==> src/dac_regs_pkg.sv <==
// Package for the DAC configuration and clear-value register bank.
// Assumes a 24-bit serial frame, MSB first, shifted in on sclk edges.
`default_nettype none
package dac_regs_pkg;
    // Frame layout
    localparam int          FRAME_BITS      = 24;
    localparam int          RW_POS          = 23;
    localparam int          ADDR_HI         = 22;
    localparam int          ADDR_LO         = 20;
    localparam int          DATA_BITS       = 20;
    localparam logic        RW_WRITE        = 1'b0;
    localparam logic        RW_READ         = 1'b1;
    // Register addresses
    localparam logic [2:0]  ADDR_DAC        = 3'h1;
    localparam logic [2:0]  ADDR_CONTROL    = 3'h2;
    localparam logic [2:0]  ADDR_CLEAR_VAL  = 3'h3;
    localparam logic [2:0]  ADDR_SOFT_CTRL  = 3'h4;
    // Control register field positions
    localparam int          CODING_POS      = 4;
    localparam int          SDO_DIS_POS     = 5;
    localparam int          LIN_COMP_LO     = 6;
    localparam int          LIN_COMP_HI     = 9;
    // Software control field position
    localparam int          SOFT_CLEAR_POS  = 1;
    // Reset values
    localparam logic [19:0] CLEAR_VAL_RESET = 20'h00000;
    localparam logic [19:0] DAC_RESET       = 20'h00000;
    localparam logic [3:0]  LIN_COMP_RESET  = 4'h0;
    localparam logic        CODING_RESET    = 1'b0;
    localparam logic        SDO_DIS_RESET   = 1'b0;
endpackage
`default_nettype wire

==> src/serial_shifter.sv <==
// Serial frame shifter: captures 24-bit frames, shifts read data out.
// Assumes sclk and sync_n are synchronous inputs sampled on clock_in.
`default_nettype none
module serial_shifter
    import dac_regs_pkg::*;
#(
    parameter int WIDTH = FRAME_BITS  // Frame length in bits
)(
    input  wire logic             clock_in,    // System clock
    input  wire logic             resetn_in,   // Sync reset, active low
    input  wire logic             sclk_in,     // Serial clock (sampled)
    input  wire logic             sync_n_in,   // Frame select, active low
    input  wire logic             sdin_in,     // Serial data in
    input  wire logic             load_in,     // Load readback word
    input  wire logic [WIDTH-1:0] load_word_in,// Readback word
    output logic                  frame_out,   // Pulse: frame complete
    output logic      [WIDTH-1:0] word_out,    // Captured frame
    output logic                  sdo_out      // Serial data out
);
    // Refuse a frame length the bit counter and decode cannot serve
    if (WIDTH != FRAME_BITS)
    begin
        $error("serial_shifter: WIDTH must equal frame length");
    end

    logic             sclk_q;     // Previous serial clock
    logic [WIDTH-1:0] shift_q;    // Input shift register
    logic [WIDTH-1:0] out_q;      // Output shift register
    logic [4:0]       count_q;    // Bits received in frame

    wire rise = sclk_in & ~sclk_q;   // Sample edge
    wire fall = ~sclk_in & sclk_q;   // Launch edge
    wire last = (count_q == 5'(WIDTH - 1));

    // Shift in on rising edge, out on falling edge, frame by sync_n
    always_ff @(posedge clock_in)
    begin
        if (!resetn_in)
        begin
            sclk_q    <= 1'b0;
            shift_q   <= '0;
            out_q     <= '0;
            count_q   <= 5'h00;
            frame_out <= 1'b0;
        end
        else
        begin
            sclk_q    <= sclk_in;
            frame_out <= 1'b0;
            if (load_in)
                out_q <= load_word_in;
            else if (!sync_n_in && fall)
                out_q <= {out_q[WIDTH-2:0], 1'b0};
            if (sync_n_in)
                count_q <= 5'h00;  // Abandoned frames are dropped
            else if (rise)
            begin
                shift_q <= {shift_q[WIDTH-2:0], sdin_in};
                count_q <= last ? 5'h00 : count_q + 5'h01;
                frame_out <= last;
            end
        end
    end

    assign word_out = shift_q;
    assign sdo_out  = out_q[WIDTH-1];
endmodule
`default_nettype wire

==> src/dac_config_regs.sv <==
// DAC configuration and clear-value register bank with serial access.
// Assumes the host keeps the frame format and uses listed codes only.
`default_nettype none
module dac_config_regs
    import dac_regs_pkg::*;
#(
    parameter int DWIDTH = DATA_BITS  // DAC data width
)(
    input  wire logic              clock_in,      // System clock 25 MHz
    input  wire logic              resetn_in,     // Sync reset, active low
    input  wire logic              sclk_in,       // Serial clock
    input  wire logic              sync_n_in,     // Frame select, low
    input  wire logic              sdin_in,       // Serial data in
    input  wire logic              clear_strobe_n_in, // Clear pin, low
    output logic                   sdo_out,       // Serial data out
    output logic                   sdo_oe_out,    // SDO drive enable
    output logic      [DWIDTH-1:0] dac_code_out,  // Straight binary code
    output logic                   coding_select_out, // Current coding
    output logic      [3:0]        lin_comp_out   // Linearity field
);
    // Refuse widths the frame decode cannot serve
    if (DWIDTH != DATA_BITS)
    begin
        $error("dac_config_regs: DWIDTH must be 20");
    end

    ////////////////////////////////////////////////////////////////////
    // Serial front end

    logic                  frame;      // Frame complete pulse
    logic [FRAME_BITS-1:0] word;       // Captured frame
    logic                  sdo_raw;    // Shifter output bit
    logic                  load_q;     // Load readback word
    logic [FRAME_BITS-1:0] rdata_q;    // Readback word

    serial_shifter #(.WIDTH(FRAME_BITS)) shifter_u (
        .clock_in     (clock_in),
        .resetn_in    (resetn_in),
        .sclk_in      (sclk_in),
        .sync_n_in    (sync_n_in),
        .sdin_in      (sdin_in),
        .load_in      (load_q),
        .load_word_in (rdata_q),
        .frame_out    (frame),
        .word_out     (word),
        .sdo_out      (sdo_raw)
    );

    ////////////////////////////////////////////////////////////////////
    // Frame decode

    wire [2:0]        addr   = word[ADDR_HI:ADDR_LO];
    wire [DWIDTH-1:0] data   = word[DWIDTH-1:0];
    wire              is_rd  = word[RW_POS] == RW_READ;
    wire              is_wr  = word[RW_POS] == RW_WRITE;
    wire              wr     = frame && is_wr;
    wire              rd     = frame && is_rd;
    wire wr_dac   = wr && addr == ADDR_DAC;
    wire wr_ctrl  = wr && addr == ADDR_CONTROL;
    wire wr_clear = wr && addr == ADDR_CLEAR_VAL;
    wire soft_clr = wr && addr == ADDR_SOFT_CTRL && data[SOFT_CLEAR_POS];
    wire clear_req = !clear_strobe_n_in || soft_clr;

    ////////////////////////////////////////////////////////////////////
    // Registers

    logic [DWIDTH-1:0] dac_q;        // DAC register
    logic [DWIDTH-1:0] clear_val_q;  // Clear-value register
    logic              coding_q;     // 0 twos complement, 1 offset bin
    logic              sdo_dis_q;    // Serial output disable
    logic [3:0]        lin_comp_q;   // Linearity compensation

    // Convert a register code to straight binary for the converter
    function automatic logic [DWIDTH-1:0] to_binary(
        input logic [DWIDTH-1:0] code,
        input logic              offset_bin
    );
        // Twos complement: flip the sign bit to get offset binary
        to_binary = offset_bin ? code
                  : {~code[DWIDTH-1], code[DWIDTH-2:0]};
    endfunction

    // Readback word by address; unmapped addresses read zero
    wire [19:0] ctrl_rd = {10'h000, lin_comp_q, sdo_dis_q, coding_q,
                           4'h0};
    wire [19:0] rd_mux  = addr == ADDR_DAC       ? dac_q :
                          addr == ADDR_CONTROL   ? ctrl_rd :
                          addr == ADDR_CLEAR_VAL ? clear_val_q : 20'h00000;

    // Register writes; clear takes priority over a DAC write
    always_ff @(posedge clock_in)
    begin
        if (!resetn_in)
        begin
            dac_q       <= DAC_RESET;
            clear_val_q <= CLEAR_VAL_RESET;
            coding_q    <= CODING_RESET;
            sdo_dis_q   <= SDO_DIS_RESET;
            lin_comp_q  <= LIN_COMP_RESET;
            load_q      <= 1'b0;
            rdata_q     <= '0;
        end
        else
        begin
            load_q <= rd;
            if (rd)
                rdata_q <= {word[RW_POS:ADDR_LO], rd_mux};
            if (wr_clear)
                clear_val_q <= data;
            if (wr_ctrl)
            begin
                coding_q   <= data[CODING_POS];
                sdo_dis_q  <= data[SDO_DIS_POS];
                lin_comp_q <= data[LIN_COMP_HI:LIN_COMP_LO];
            end
            if (clear_req)
                dac_q <= clear_val_q;
            else if (wr_dac)
                dac_q <= data;
        end
    end

    ////////////////////////////////////////////////////////////////////
    // Outputs, all registered

    always_ff @(posedge clock_in)
    begin
        if (!resetn_in)
        begin
            dac_code_out      <= '0;
            coding_select_out <= CODING_RESET;
            lin_comp_out      <= LIN_COMP_RESET;
            sdo_out           <= 1'b0;
            sdo_oe_out        <= 1'b0;
        end
        else
        begin
            // Clear value decoded with the current coding
            dac_code_out      <= clear_req
                               ? to_binary(clear_val_q, coding_q)
                               : to_binary(dac_q, coding_q);
            coding_select_out <= coding_q;
            lin_comp_out      <= lin_comp_q;
            sdo_out           <= sdo_raw;
            sdo_oe_out        <= !sdo_dis_q && !sync_n_in;
        end
    end

    ////////////////////////////////////////////////////////////////////
    // Assertions

    clear_loads_a: assert property (@(posedge clock_in)
        disable iff (!resetn_in) clear_req |=> dac_q == $past(clear_val_q))
        else $error("clear did not load clear value");
    clear_out_a: assert property (@(posedge clock_in)
        disable iff (!resetn_in) clear_req && coding_q |=>
        dac_code_out == $past(clear_val_q))
        else $error("clear output not immediate");
    twos_comp_a: assert property (@(posedge clock_in)
        disable iff (!resetn_in) !clear_req && !coding_q |=>
        dac_code_out == {~$past(dac_q[19]), $past(dac_q[18:0])})
        else $error("twos complement decode wrong");
    offset_bin_a: assert property (@(posedge clock_in)
        disable iff (!resetn_in) !clear_req && coding_q |=>
        dac_code_out == $past(dac_q))
        else $error("offset binary decode wrong");
    clear_coding_a: assert property (@(posedge clock_in)
        disable iff (!resetn_in) clear_req && !coding_q |=>
        dac_code_out[19] == !$past(clear_val_q[19]))
        else $error("clear value coding wrong");
    sdo_tristate_a: assert property (@(posedge clock_in)
        disable iff (!resetn_in) sdo_dis_q |=> !sdo_oe_out)
        else $error("sdo driven while disabled");
    reset_vals_a: assert property (@(posedge clock_in)
        !resetn_in |=> clear_val_q == 20'h00000 && lin_comp_q == 4'h0)
        else $error("reset values wrong");
    lin_reset_a: assert property (@(posedge clock_in)
        $rose(resetn_in) |-> lin_comp_out == 4'h0)
        else $error("linearity field not zero after reset");
    clear_write_a: assert property (@(posedge clock_in)
        disable iff (!resetn_in) wr_clear |=> clear_val_q == $past(data))
        else $error("clear value write lost");
    read_nowrite_a: assert property (@(posedge clock_in)
        disable iff (!resetn_in) rd |=> $stable(clear_val_q))
        else $error("read frame altered register");

    // Register write paths; a clear in the same cycle wins the DAC
    // register, so the DAC write check steps aside for it
    dac_write_a: assert property (@(posedge clock_in)
        disable iff (!resetn_in) wr_dac && !clear_req |=>
        dac_q == $past(data))
        else $error("dac register write lost");
    coding_write_a: assert property (@(posedge clock_in)
        disable iff (!resetn_in) wr_ctrl |=>
        coding_q == $past(data[CODING_POS]))
        else $error("coding select write lost");
    lin_write_a: assert property (@(posedge clock_in)
        disable iff (!resetn_in) wr_ctrl |=>
        lin_comp_q == $past(data[LIN_COMP_HI:LIN_COMP_LO]))
        else $error("linearity field write lost");

    // Serial pin and readback path
    sdo_drive_a: assert property (@(posedge clock_in)
        disable iff (!resetn_in) !sdo_dis_q && !sync_n_in |=> sdo_oe_out)
        else $error("sdo not driven while enabled");
    read_load_a: assert property (@(posedge clock_in)
        disable iff (!resetn_in) rd |=> load_q)
        else $error("read frame did not load readback");
    write_noload_a: assert property (@(posedge clock_in)
        disable iff (!resetn_in) wr |=> !load_q)
        else $error("write frame loaded readback");
    read_zero_a: assert property (@(posedge clock_in)
        disable iff (!resetn_in) rd && addr == 3'h0 |=> rdata_q[19:0] == '0)
        else $error("unmapped read not zero");
endmodule
`default_nettype wire

==> config.mk <==
export PLATFORM = sky130hd
export DESIGN_NAME = dac_config_regs
export DESIGN_NICKNAME = d
export VERILOG_FILES = /design/src/dac_regs_pkg.sv /design/src/serial_shifter.sv /design/src/dac_config_regs.sv
export SDC_FILE = /design/constraint.sdc
export NUM_CORES = 1
export LEC_CHECK = 0
export BUFFER_PORTS_ARGS = -buffer_cell sky130_fd_sc_hd__buf_2
export CORE_MARGIN = 1.5
export CORE_UTILIZATION = 50
export CTS_CLUSTER_DIAMETER = 30
export CTS_CLUSTER_SIZE = 14
export DETAILED_ROUTE_END_ITERATION = 7
export PLACE_DENSITY = 0.65
export SLEW_MARGIN = 20
export SYNTH_ARGS = -nofsm -noshare
export SYNTH_HDL_FRONTEND = slang
export SYNTH_SLANG_ARGS = --single-unit
==> constraint.sdc <==
create_clock -name clock_in -period 4.5 [get_ports clock_in]
set_input_delay 0.45 -clock clock_in [delete_from_list [all_inputs] [get_ports clock_in]]
set_output_delay 0.45 -clock clock_in [all_outputs]
set_load 0.02 [all_outputs]
* Yosys cells after proc, flatten, opt, wreduce, memory -nomap -nowiden
Index checks and enable logic that the tools add are counted.
Word-level totals: register bits 153, bits in latches 0, RAM bits 0, memory bits (read-only) 0, bits of input ports 6, output and inout bits 27, logic and storage cells 62, memories 0
Operators by class: add/subtract/negate cells 1, $mul 0, div/mod/pow operators 0, magnitude comparators 0, eq/ne operators 5, shift-type cells 0, mux-type cells 11, bitwise gates (word level) 10, reduce and logical (&&, ||, !) cells 18
Operators by type and width (number):
- 20-bit 2-to-1 mux | 8
- 24-bit 2-to-1 mux | 2
- 1-bit logical AND | 9
- 1-bit NOT | 8
- 3-bit by 2-bit equality test with 1-bit output, second input constant | 2
- 5-bit by 1-bit adder with 5-bit output, second input constant | 1
- 5-bit equality test, second input constant | 1
- 5-bit 2-to-1 mux | 1
- 2-bit nonzero test | 2
- 3-bit by 1-bit equality test with 1-bit output, second input constant | 1
- 3-bit equality test, second input constant | 1
- 1-bit logical NOT | 3
- 3-bit OR reduction | 1
- 1-bit bitwise AND | 2
- 2-bit AND reduction | 1
- 2-bit OR reduction | 1
- 1-bit logical OR | 1

* Depth between registers and ports, before layout
Gate-level depths: netlist of run 1.
depth in word-level cells 6, gate-level depth with buffers 7, gate-level depth less buffers 4

* Modules after synthesis
From an unflattened synthesis of run 1, not the netlist that was laid out.
Second synthesis, totals: cells, all modules 705, area, all modules 6222.2 µm²
Modules (own cells, without submodules):
- dac_config_regs | times used 1, cells an instance 434, area an instance 4028.9 µm², seq. area each 1961.9 µm²
- serial_shifter | times used 1, cells an instance 271, area an instance 2193.4 µm², seq. area each 1101.1 µm²

* Least setup slack after synthesis of run 1
No wires, ideal clock.
kind input-to-reg, start point input port sync_n_in, end point register shifter_u.out_q[10], data arrival time 1.475 ns, required time 4.385 ns, slack 2.910 ns, cell stages on the path 6, buffers on the path 2, cells stage by stage nor3b_1 > buf_2 > buf_2 > mux2i_1 > o21ai_0 > and2_1
On the way: cells in the longest elaborated chain, start to end 3
Ends and longest elaborated chain:
- from (decl) | line dac_config_regs.sv:12 | input wire logic sync_n_in,
- 1-bit logical NOT | line serial_shifter.sv:52 | else if (!sync_n_in && fall)
- 1-bit logical AND | line serial_shifter.sv:52
- 2-bit nonzero test (no line)
- to (signal assigned) | line serial_shifter.sv:51 | out_q <= load_word_in;
- to (signal assigned) | line serial_shifter.sv:53 | out_q <= {out_q[WIDTH-2:0], 1'b0};
- to (decl) | line serial_shifter.sv:28 | logic [WIDTH-1:0] out_q;
No other way between the ends. A chain may end at the register's enable or synchronous reset.

* Worst setup path in the final report of run 1
start point register shifter_u.shift_q[22], in the netlist shifter_u.word_out[22], end point register dac_q[1]
On the way: cells in the longest elaborated chain, start to end 5, elaborated cells on any way between the ends 8, classes of those cells eq/ne (2); mux (1); reduce/logical (5)
Ends and longest elaborated chain:
- from (decl) | line serial_shifter.sv:27 | logic [WIDTH-1:0] shift_q;
- from (signal assigned) | line serial_shifter.sv:58 | shift_q <= {shift_q[WIDTH-2:0], sdin_in};
- 3-bit equality test | line dac_config_regs.sv:61 | wire soft_clr = wr && addr == ADDR_SOFT_CTRL && data[SOFT_CLEAR_POS];
- 1-bit logical AND (2 in a row) | line dac_config_regs.sv:61
- 1-bit logical OR | line dac_config_regs.sv:62 | wire clear_req = !clear_strobe_n_in || soft_clr;
- 20-bit 2-to-1 mux or 2-bit nonzero test (tied branches)
- to (signal assigned) | line dac_config_regs.sv:117 | dac_q <= clear_val_q;
- to (signal assigned) | line dac_config_regs.sv:119 | dac_q <= data;
- to (decl) | line dac_config_regs.sv:67 | logic [DWIDTH-1:0] dac_q;
Several ways; a longest one is shown, not always the timed one.

==> impl_metrics.ini, run 1 <==
[grt]
grt_pass1_vias = 4368
antenna_found_initial = 0
grt_use_total_pct = 21.32
grt_pass1_wl_mm = 21.91
grt_max_degree = 62
grt_overflow = 0

[routing]
wl_per_cell_um = 14.49
dr.pass1.iters = 6
drc = 0
vias = 4771
dr.first_iter.drc_count = 335
ant_nets = 0
viasPerCell = 5.220
drt_wl_total_mm = 13.24

[yosys]
synth-seq-cells = 153
syn_area_um2 = 6262
netlist.area_leader.share_pct = 48.91
seq_area_frac_synth_pct = 48.91
netlist-cell-type-count = 32
synthTopCellsByArea = dfxtp_1, nand2_1, mux2i_1
syn-num-nets = 734
yosysWarnings = 0
synth_largest_area_cell = dfxtp_1
synth_cells = 727
ys.flop_type = dfxtp_1
synth_edf_count = 0
synth.avg_cell_area_um2 = 8.614
async_flop_share_pct = 0

[finish]
drive_above_1_share_pct = 11.13
antennaDiodeCount = 0
area_delta_synth_final_pct = 14.15
fin_nets = 740
finalNonFillerCells = 914

[hold_path]
hold_path_class = primary input to flop
worstHoldStart = sclk_in

[floorplan]
rows = 40
die_h_um = 114.9
io_pins = 33
core_area_um2 = 12110
die_area_um2 = 13200
die_w_um = 114.9
start_util_pct = 51.70

[cts]
numCtsBuffers = 17
clk_pin_slew_ns = 0.06
cts.sinks = 153
ctsHtreeMaxLevel = 4
cts_tree = built
cts_buffer_depth = 2
ctsHoldBuffers = 0
clockRootBuffer = clkbuf_16
clk_latency_ns = 0.42
cts_resized = 0
postCtsSetupBuffers = 0

[sta]
final_max_slew_viol_count = 0
max_freq_ghz = 0.4510
tns_ns = 0
max-slew-margin-rel_pct = 30.76
fin_skew_ns = 0.007055
worst_pin_slew_ns = 1.035
rsz0062_at_grt = false
holdWs_ns = 0.2735
fin_crit_ns = 2.217
setup_violations = 0
hold_viol_final = 0
min_period_over_period_pct = 49.27

[run_status]
outcome = finished clean

[setup_path]
crit_chain = nand2b_1 -> o41ai_4 -> buf_4 -> a21oi_1 -> a21oi_1
crit_slowest_cell = o41ai_4
r2r_end = dac_q[1]
crit_required_ns = 4.85
crit_path_end = dac_q[1]
r2r-start = shifter_u.word_out[22]
critical_path.top_delay_family = compound AO/OA/AOI/OAI gates
cp_max_fo = 20
ff2ff_setup_slack_ns = 2.28
cp_num_cells = 5
critPathLaunchType = flop
critPathArrivalTime_ns = 2.57
crit_buf_inv = 1
setup.worst_path.start = shifter_u.word_out[22]
path_class = flop to flop
cpPeakStageDelay_ns = 0.92
crit_path_end_kind = flop
worst_path_most_repeated_cell = a21oi_1
rr_worst_depth = 5

[placement]
port_buffers = 32
finalWeightedCongestion = 0.8286
numPlacedInstances = 882
hpwl_mm = 8.630

[run]
drv_cap = 0

[power]
peakVddDrop_mv = 0.2836
leakage_nw = 2.546
p_total_mw = 3.049
powerDensity_nw_per_um2 = 426.5
==> synth_stat cells, drive strengths merged (2+ instances only) <==
library cell  count
a21boi           66
a21oi            41
a22o              6
a22oi             6
and2             45
buf              18
clkbuf           37
dfxtp           153
mux2              7
mux2i            46
nand2           192
nand2b            5
nand3             2
nand4             2
nor2             11
nor2b            19
nor3b             2
o21ai            57
xor2              2
==> registers in the layout, summed over array words and instances (netlist names), 4 cells and up <==
signal / count
rdata_q: 24
shifter_u.out_q: 24
shifter_u.word_out: 24
clear_val_q: 20
dac_code_out: 20
dac_q: 20
shifter_u.count_q: 5
lin_comp_out: 4
lin_comp_q: 4
==> cell families (layout without fill, tap and decap cells) <==
group,Yosys count,count (layout),synth area share (%)
and+or+nand+nor,282,282,20.16
xor gates and xnor gates,3,3,0.4197
DFF,153,153,48.91
adders and majority gates,1,1,0.1998
AOI/OAI and AO/OA,179,179,17.86
buffers and inverters,56,75,3.836
muxes,53,53,8.611
==> where the power goes <==
part,internal [mW],switching (mW)
sequential,1.37,0.00872
clock,1.00,0.568
combinational,0.0366,0.0641
==> how the worst min path moves through the flow <==
| stage | to | cells after the start |
|---|---|---|
| final | shifter_u.sclk_q | 2 |
| after global routing | shifter_u.sclk_q | 2 |
| after floorplan | sdo_oe_out | 1 |
| after global placement | sdo_oe_out | 1 |
| after CTS | shifter_u.sclk_q | 2 |
| after detailed placement | sdo_out | 1 |
==> layout by cell type, fill, tap and decap left out, drive strengths merged <==
cell	count
nand2	192
dfxtp	153
a21boi	66
o21ai	57
mux2i	46
and2	45
buf	42
a21oi	41
nor2b	19
clkbuf	18
nor2	11
mux2	7
a22o	6
a22oi	6
nand2b	5
bufinv	5
clkinv	5
clkinvlp	3
nand3	2
nand4	2
xor2	2
inv	2
nor3b	2
nand4bb	1
or2	1
o41a	1
o41ai	1
xnor2	1
nand3b	1
and3	1
o21a	1
ha	1
==> area by class of cell <==
cell class                      instances  area [um^2]
Clock buffer                           18        439.2
Sequential cell                       153         3063
Timing Repair Buffer                   42        235.2
Inverter                                1        3.754
Fill cell                            1112         4964
Tap cell                              168        210.2
Clock inverter                         14        221.5
Multi-Input combinational cell        518         2975
==> per-layer routing <==
metal / part of all wire, % / track usage [%] / wire length, um / vias to the layer above
li1: - / - / - / 2438
met1: 49 / 29.56 / 6445 / 2236
met2: 45 / 32.22 / 6016 / 82
met3: 4.3 / 4.428 / 565 / 15
met4: 1.6 / 9.383 / 217 / 0
met5: 0 / 0 / 0 / -
==> metrics by stage <==
step           instance area, um^2  worst slack [ns]  util [%]
2_1_floorplan                 6262             2.910         -
6_report                      7148             2.283     59.02
5_1_grt                       7148             2.128     59.02
4_1_cts                       7148             2.294     59.02
3_5_place_dp                  6487             2.280     53.56
3_3_place_gp                  6487             2.349     53.56
No activity file was read; power rests on OpenSTA's default activity.
==> run 2, diff against run 1 <==
PLACE_DENSITY = 0.68   (was 0.65)
clock period = 1.9 ns   (was 4.5 ns; I/O delays follow)
==> impl_metrics.ini, run 2 (same netlist as run 1, synthesis figures left out) <==
[run_status]
outcome = finished clean

[finish]
seqCellArea_um2 = 3063
antennaDiodeCount = 0
fin_nets = 751
final_cell_area_um2 = 7087
post-route-util_pct = 58.51
final_common_cell = nand2_1
fillers = 1113
multi_input_area_um2 = 2980
area_delta_synth_final_pct = 13.17
drive_above_1_share_pct = 11.41
final_cell_mix = nand2_1, dfxtp_1, o21ai_0

[sta]
max_freq_ghz = 0.5965
final_max_slew_viol_count = 0
rsz0062_at_grt = false
setup_violations = 0
min_period_over_period_pct = 88.23
max-slew-margin-rel_pct = 68.34
fin_crit_ns = 1.676
hold_viol_final = 0
worst_pin_slew_ns = 0.4735
fin_skew_ns = 0.007568
tns_ns = 0

[grt]
grt_use_total_pct = 21.04
grt_overflow = 0
grt_pass1_vias = 4367
antenna_found_initial = 0
grt_pass1_wl_mm = 21.71
grt_max_degree = 49

[routing]
vias = 4810
dr.first_iter.drc_count = 310
dr.pass1.iters = 4
viasPerCell = 5.217
drt_wl_total_mm = 13.21
ant_nets = 0
drc = 0
wl_per_cell_um = 14.33

[setup_path]
path_class = flop to flop
setup.worst_path.start = shifter_u.word_out[23]
crit_chain = nand2b_1 -> o41a_1 -> buf_4 -> nand2_1 -> a21boi_0
crit_slowest_cell = dfxtp_1
crit_required_ns = 2.22
critPathArrivalTime_ns = 1.99
critPathLaunchType = flop
crit_path_end_kind = flop
cpPeakStageDelay_ns = 0.41
r2r-start = shifter_u.word_out[23]
cp_max_fo = 39

[run]
drv_cap = 0

[cts]
clk_latency_ns = 0.42
clockRootBuffer = clkbuf_16
numCtsBuffers = 17
cts_buffer_depth = 2
ctsHoldBuffers = 0
clk_pin_slew_ns = 0.06
cts.sinks = 153
ctsHtreeMaxLevel = 4
cts_tree = built

[power]
switchingPower_mw = 1.362
pwr-share-comb_pct = 3.9
p_seq_share_pct = 51.3
power.switching_fraction_pct = 21.39
leakage_nw = 2.539
p_total_mw = 6.369
p_int_mw = 5.007
clockPowerShare_pct = 44.8
powerDensity_nw_per_um2 = 898.7
peakVddDrop_mv = 0.4090

[placement]
finalWeightedCongestion = 0.7955
port_buffers = 32
place_area_um2 = 6595
hpwl_mm = 8.784

[floorplan]
start_util_pct = 51.70
rows = 40
die_h_um = 114.9
core_area_um2 = 12110
die_area_um2 = 13200
io_pins = 33
die_w_um = 114.9

[hold_path]
hold_path_class = primary input to flop
worstHoldStart = sdin_in
## run 2: power groups by stage
stage | logic (mW) | clock network (mW) | registers, mW
detailed placement | 0.250 | 0 | 3.34
global route | 0.275 | 3.06 | 3.27
floorplan | 0.166 | 0 | 3.34
global placement | 0.244 | 0 | 3.33
CTS | 0.251 | 2.92 | 3.27
finish | 0.251 | 2.85 | 3.27
## run 2: worst max-delay path: cells and delay by family (launching register included)
kind | cells | cell delay (ns)
buffers and inverters | 1 | 0.38
AO/OA/AOI/OAI | 2 | 0.46
flip-flops | 1 | 0.41
AND/OR/NAND/NOR | 2 | 0.33
## run 2: worst paths after layout
path | end | slack [ns] | cells after the start
worst max-delay path | dac_code_out[0] | 0.22 | 5
worst min-delay path | shifter_u.word_out[0] | 0.02 | 3
worst max register to register | dac_code_out[0] | 0.22 | 5
worst min register to register | sdo_out | 0.46 | 1
## run 2: repair_timing
item	CTS	global route
setup endpoints to repair	0	2
gates resized for setup	0	1
buffers inserted	0	0
## run 2: metrics by stage
step	instances	hold WS (ns)	setup slack, ns
floorplan	727	0.3117	0.3414
CTS	922	0.00006545	0.1421
global placement	893	0.4349	0.2647
global route	922	0.02209	0.05916
finish	922	0.01764	0.2236
detailed placement	893	0.4458	0.1430
## run 2: layer usage
layer  GRT usage, %  part of all wire, %  up-vias
met5              0                    0        -
met1          29.35                   48     2252
met2          31.79                   46       95
met4          8.395                  1.5        0
met3          4.639                  4.6       16
li1               -                    -     2447
## run 2: area by class of cell
type	count	area share (%)
Clock buffer	24	6.515
Clock inverter	5	0.3531
Inverter	1	0.05297
Multi-Input combinational cell	518	42.06
Sequential cell	153	43.22
Tap cell	168	2.966
Timing Repair Buffer	53	4.838
==> run 3, diff against run 2 <==
ABC_AREA = 1   (was unset)
==> impl_metrics.ini, run 3 <==
[run_status]
outcome = finished, violations left
violations = DRC

[setup_path]
setup.worst_path.start = shifter_u.word_out[22]
critical_path.top_delay_family = simple AND/OR/NAND/NOR gates
crit_slowest_cell = nor2_4
critPathLaunchType = flop
cpPeakStageDelay_ns = 0.43
crit_chain = inv_1 -> nand2_1 -> nor2_2 -> nand2_1 -> nor2_4 -> nand3_1 -> nand2_1
critPathArrivalTime_ns = 2.02
ff2ff_setup_slack_ns = 0.24
r2r-start = shifter_u.word_out[22]
rr_worst_depth = 7
crit_buf_inv = 1
cp_num_cells = 7
worst_path_most_repeated_cell = nand2_1
crit_required_ns = 2.26
crit_path_end_kind = flop
crit_path_end = dac_q[18]
path_class = flop to flop
cp_max_fo = 19
r2r_end = dac_q[18]

[yosys]
synth.avg_cell_area_um2 = 7.682
synth_edf_count = 0
yosys.area_share.simple_pct = 19.30
netlist.area_leader.share_pct = 51.58
synthXorXnorAreaFrac_pct = 0.5900
synth_top_family_by_area = compound AO/OA/AOI/OAI gates
synth-seq-cells = 153
netlist-cell-type-count = 24
yosysMostFrequentCell = dfxtp_1
synth_cells = 773
syn-num-nets = 780
syn_area_um2 = 5938
synth_largest_area_cell = dfxtp_1
synth_compound_area_share_pct = 20.56
synthMuxAreaShare_pct = 0
seq_area_frac_synth_pct = 51.58
synthTopCellsByArea = dfxtp_1, nand2_1, a21oi_1
yosys-top-cells-count = dfxtp_1, nand2_1, a21oi_1
async_flop_share_pct = 0
synth_fa_ha_area_share_pct = 0.2107
ys.flop_type = dfxtp_1
yosysWarnings = 0

[sta]
min_period_over_period_pct = 87.14
setup_violations = 0
tns_ns = 0
rsz0062_at_grt = false
final_max_slew_viol_count = 0
fin_crit_ns = 1.656
max_freq_ghz = 0.6040
setup_ws_ns = 0.2444
worst_pin_slew_ns = 0.6362
max-slew-margin-rel_pct = 57.43
hold_viol_final = 0
fin_skew_ns = 0.004834

[routing]
vias = 5166
viasPerCell = 5.478
ant_nets = 0
drc = 4
dr.first_iter.drc_count = 446
dr.pass1.iters = 7
wl_per_cell_um = 14.56
drt_wl_total_mm = 13.73

[placement]
finalWeightedCongestion = 0.9382
hpwl_mm = 8.826
port_buffers = 32
post-place-ws_ns = 0.2406

[cts]
clk_pin_slew_ns = 0.06
numCtsBuffers = 17
cts_tree = built
clk_latency_ns = 0.42
cts.sinks = 153
postCtsSetupBuffers = 0
clockRootBuffer = clkbuf_16
ctsHtreeMaxLevel = 4
cts_buffer_depth = 2

[floorplan]
start_util_pct = 51.56
core_area_um2 = 11520
die_w_um = 112.0
die_area_um2 = 12540
die_h_um = 112.0
io_pins = 33
rows = 39

[grt]
grt_use_total_pct = 22.59
grt_pass1_vias = 4599
grt_overflow = 0
grt_pass1_wl_mm = 22.31
grt_max_degree = 51
antenna_found_initial = 0

[finish]
post-route-util_pct = 59.43
final_common_cell = dfxtp_1
fin_nets = 794
final_cell_mix = dfxtp_1, nand2_1, a21oi_1
area_delta_synth_final_pct = 15.25
drive_above_1_share_pct = 11.00
fillers = 1015
seqCellArea_um2 = 3063
antennaDiodeCount = 0
multi_input_area_um2 = 2415

[power]
powerDensity_nw_per_um2 = 1053
clockPowerShare_pct = 51.0
pwr-share-comb_pct = 3.5
p_int_mw = 5.750
power.switching_fraction_pct = 20.24
leakage_nw = 2.784
p_seq_share_pct = 45.5
switchingPower_mw = 1.459
p_total_mw = 7.209
peakVddDrop_mv = 0.6210

[hold_path]
hold_path_class = primary input to flop

[run]
drv_cap = 0
## run 3: changes by cell type after synthesis, sizes merged, moves of 19 or more
cell,previous run,this run
a21oi,41,107
nand3,2,75
nor2b,19,0
and2,45,0
mux2i,46,0
nand2,192,147
inv,1,56
nor2,11,39
a21boi,66,0
o21ai,57,103
## run 3: repair_timing
item / CTS / global route
hold buffers: 1 / 0
gates resized for setup: 0 / 1
hold endpoints to repair: 1 / 0
endpoints found under the setup margin: 0 / 1
## run 3: final cells by class
| type | instances | area share, % |
|---|---|---|
| clock buffers | 24 | 7.038 |
| well taps | 143 | 2.614 |
| flip-flops and latches | 153 | 44.75 |
| clock inverters | 8 | 2.413 |
| repair buffers | 50 | 4.753 |
| multi-input cells | 508 | 35.28 |
| inverters | 57 | 3.144 |
## run 3: worst register-to-register path: stages, from the launching register on
cell and delay (ns):
dfxtp_1 0.31, inv_1 0.23, nand2_1 0.15, nor2_2 0.12, nand2_1 0.11, nor2_4 0.43
nand3_1 0.15, nand2_1 0.10
## run 3: per-stage QoR
stage | area (um^2) | cells | hold slack [ns]
finish | 6844 | 943 | 0.06631
global route | 6844 | 943 | 0.08550
CTS | 6843 | 943 | 0.05574
detailed placement | 6186 | 910 | 0.3989
global placement | 6186 | 910 | 0.3883
floorplan | 5938 | 773 | 0.2835
## run 3: cell families after synthesis
| kind of cell | Yosys count |
|---|---|
| flops | 153 |
| compound gates | 234 |
| fa+ha+maj | 1 |
| simple gates | 269 |
| buf+inv | 112 |
| xor+xnor | 4 |
## run 3: power groups by stage
stage,Combinational (mW),Sequential [mW],Clock [mW]
after floorplan,0.179,3.34,0
after global placement,0.239,3.35,0
after detailed placement,0.244,3.35,0
after CTS,0.247,3.28,3.72
after global routing,0.276,3.29,3.86
final,0.249,3.28,3.68
## run 3: metal layers
metal  GRT usage, %  wire length [um]  part of all wire (%)
met5              0                 0                     0
met4          9.114               280                   2.0
met3          5.770               824                   6.0
met2          33.79              5974                    44
met1          31.38              6653                    48
## run 3: worst min path at each step
stage / startpoint / to / slack, ns / cells after the start
after global placement: sclk_in / shifter_u.sclk_q / 0.39 / 3
after floorplan: sclk_in / shifter_u.sclk_q / 0.28 / 2
after CTS: sdin_in / shifter_u.word_out[0] / 0.06 / 3
final: sdin_in / shifter_u.word_out[0] / 0.07 / 3
after global routing: sdin_in / shifter_u.word_out[0] / 0.09 / 3
after detailed placement: sclk_in / shifter_u.sclk_q / 0.40 / 3
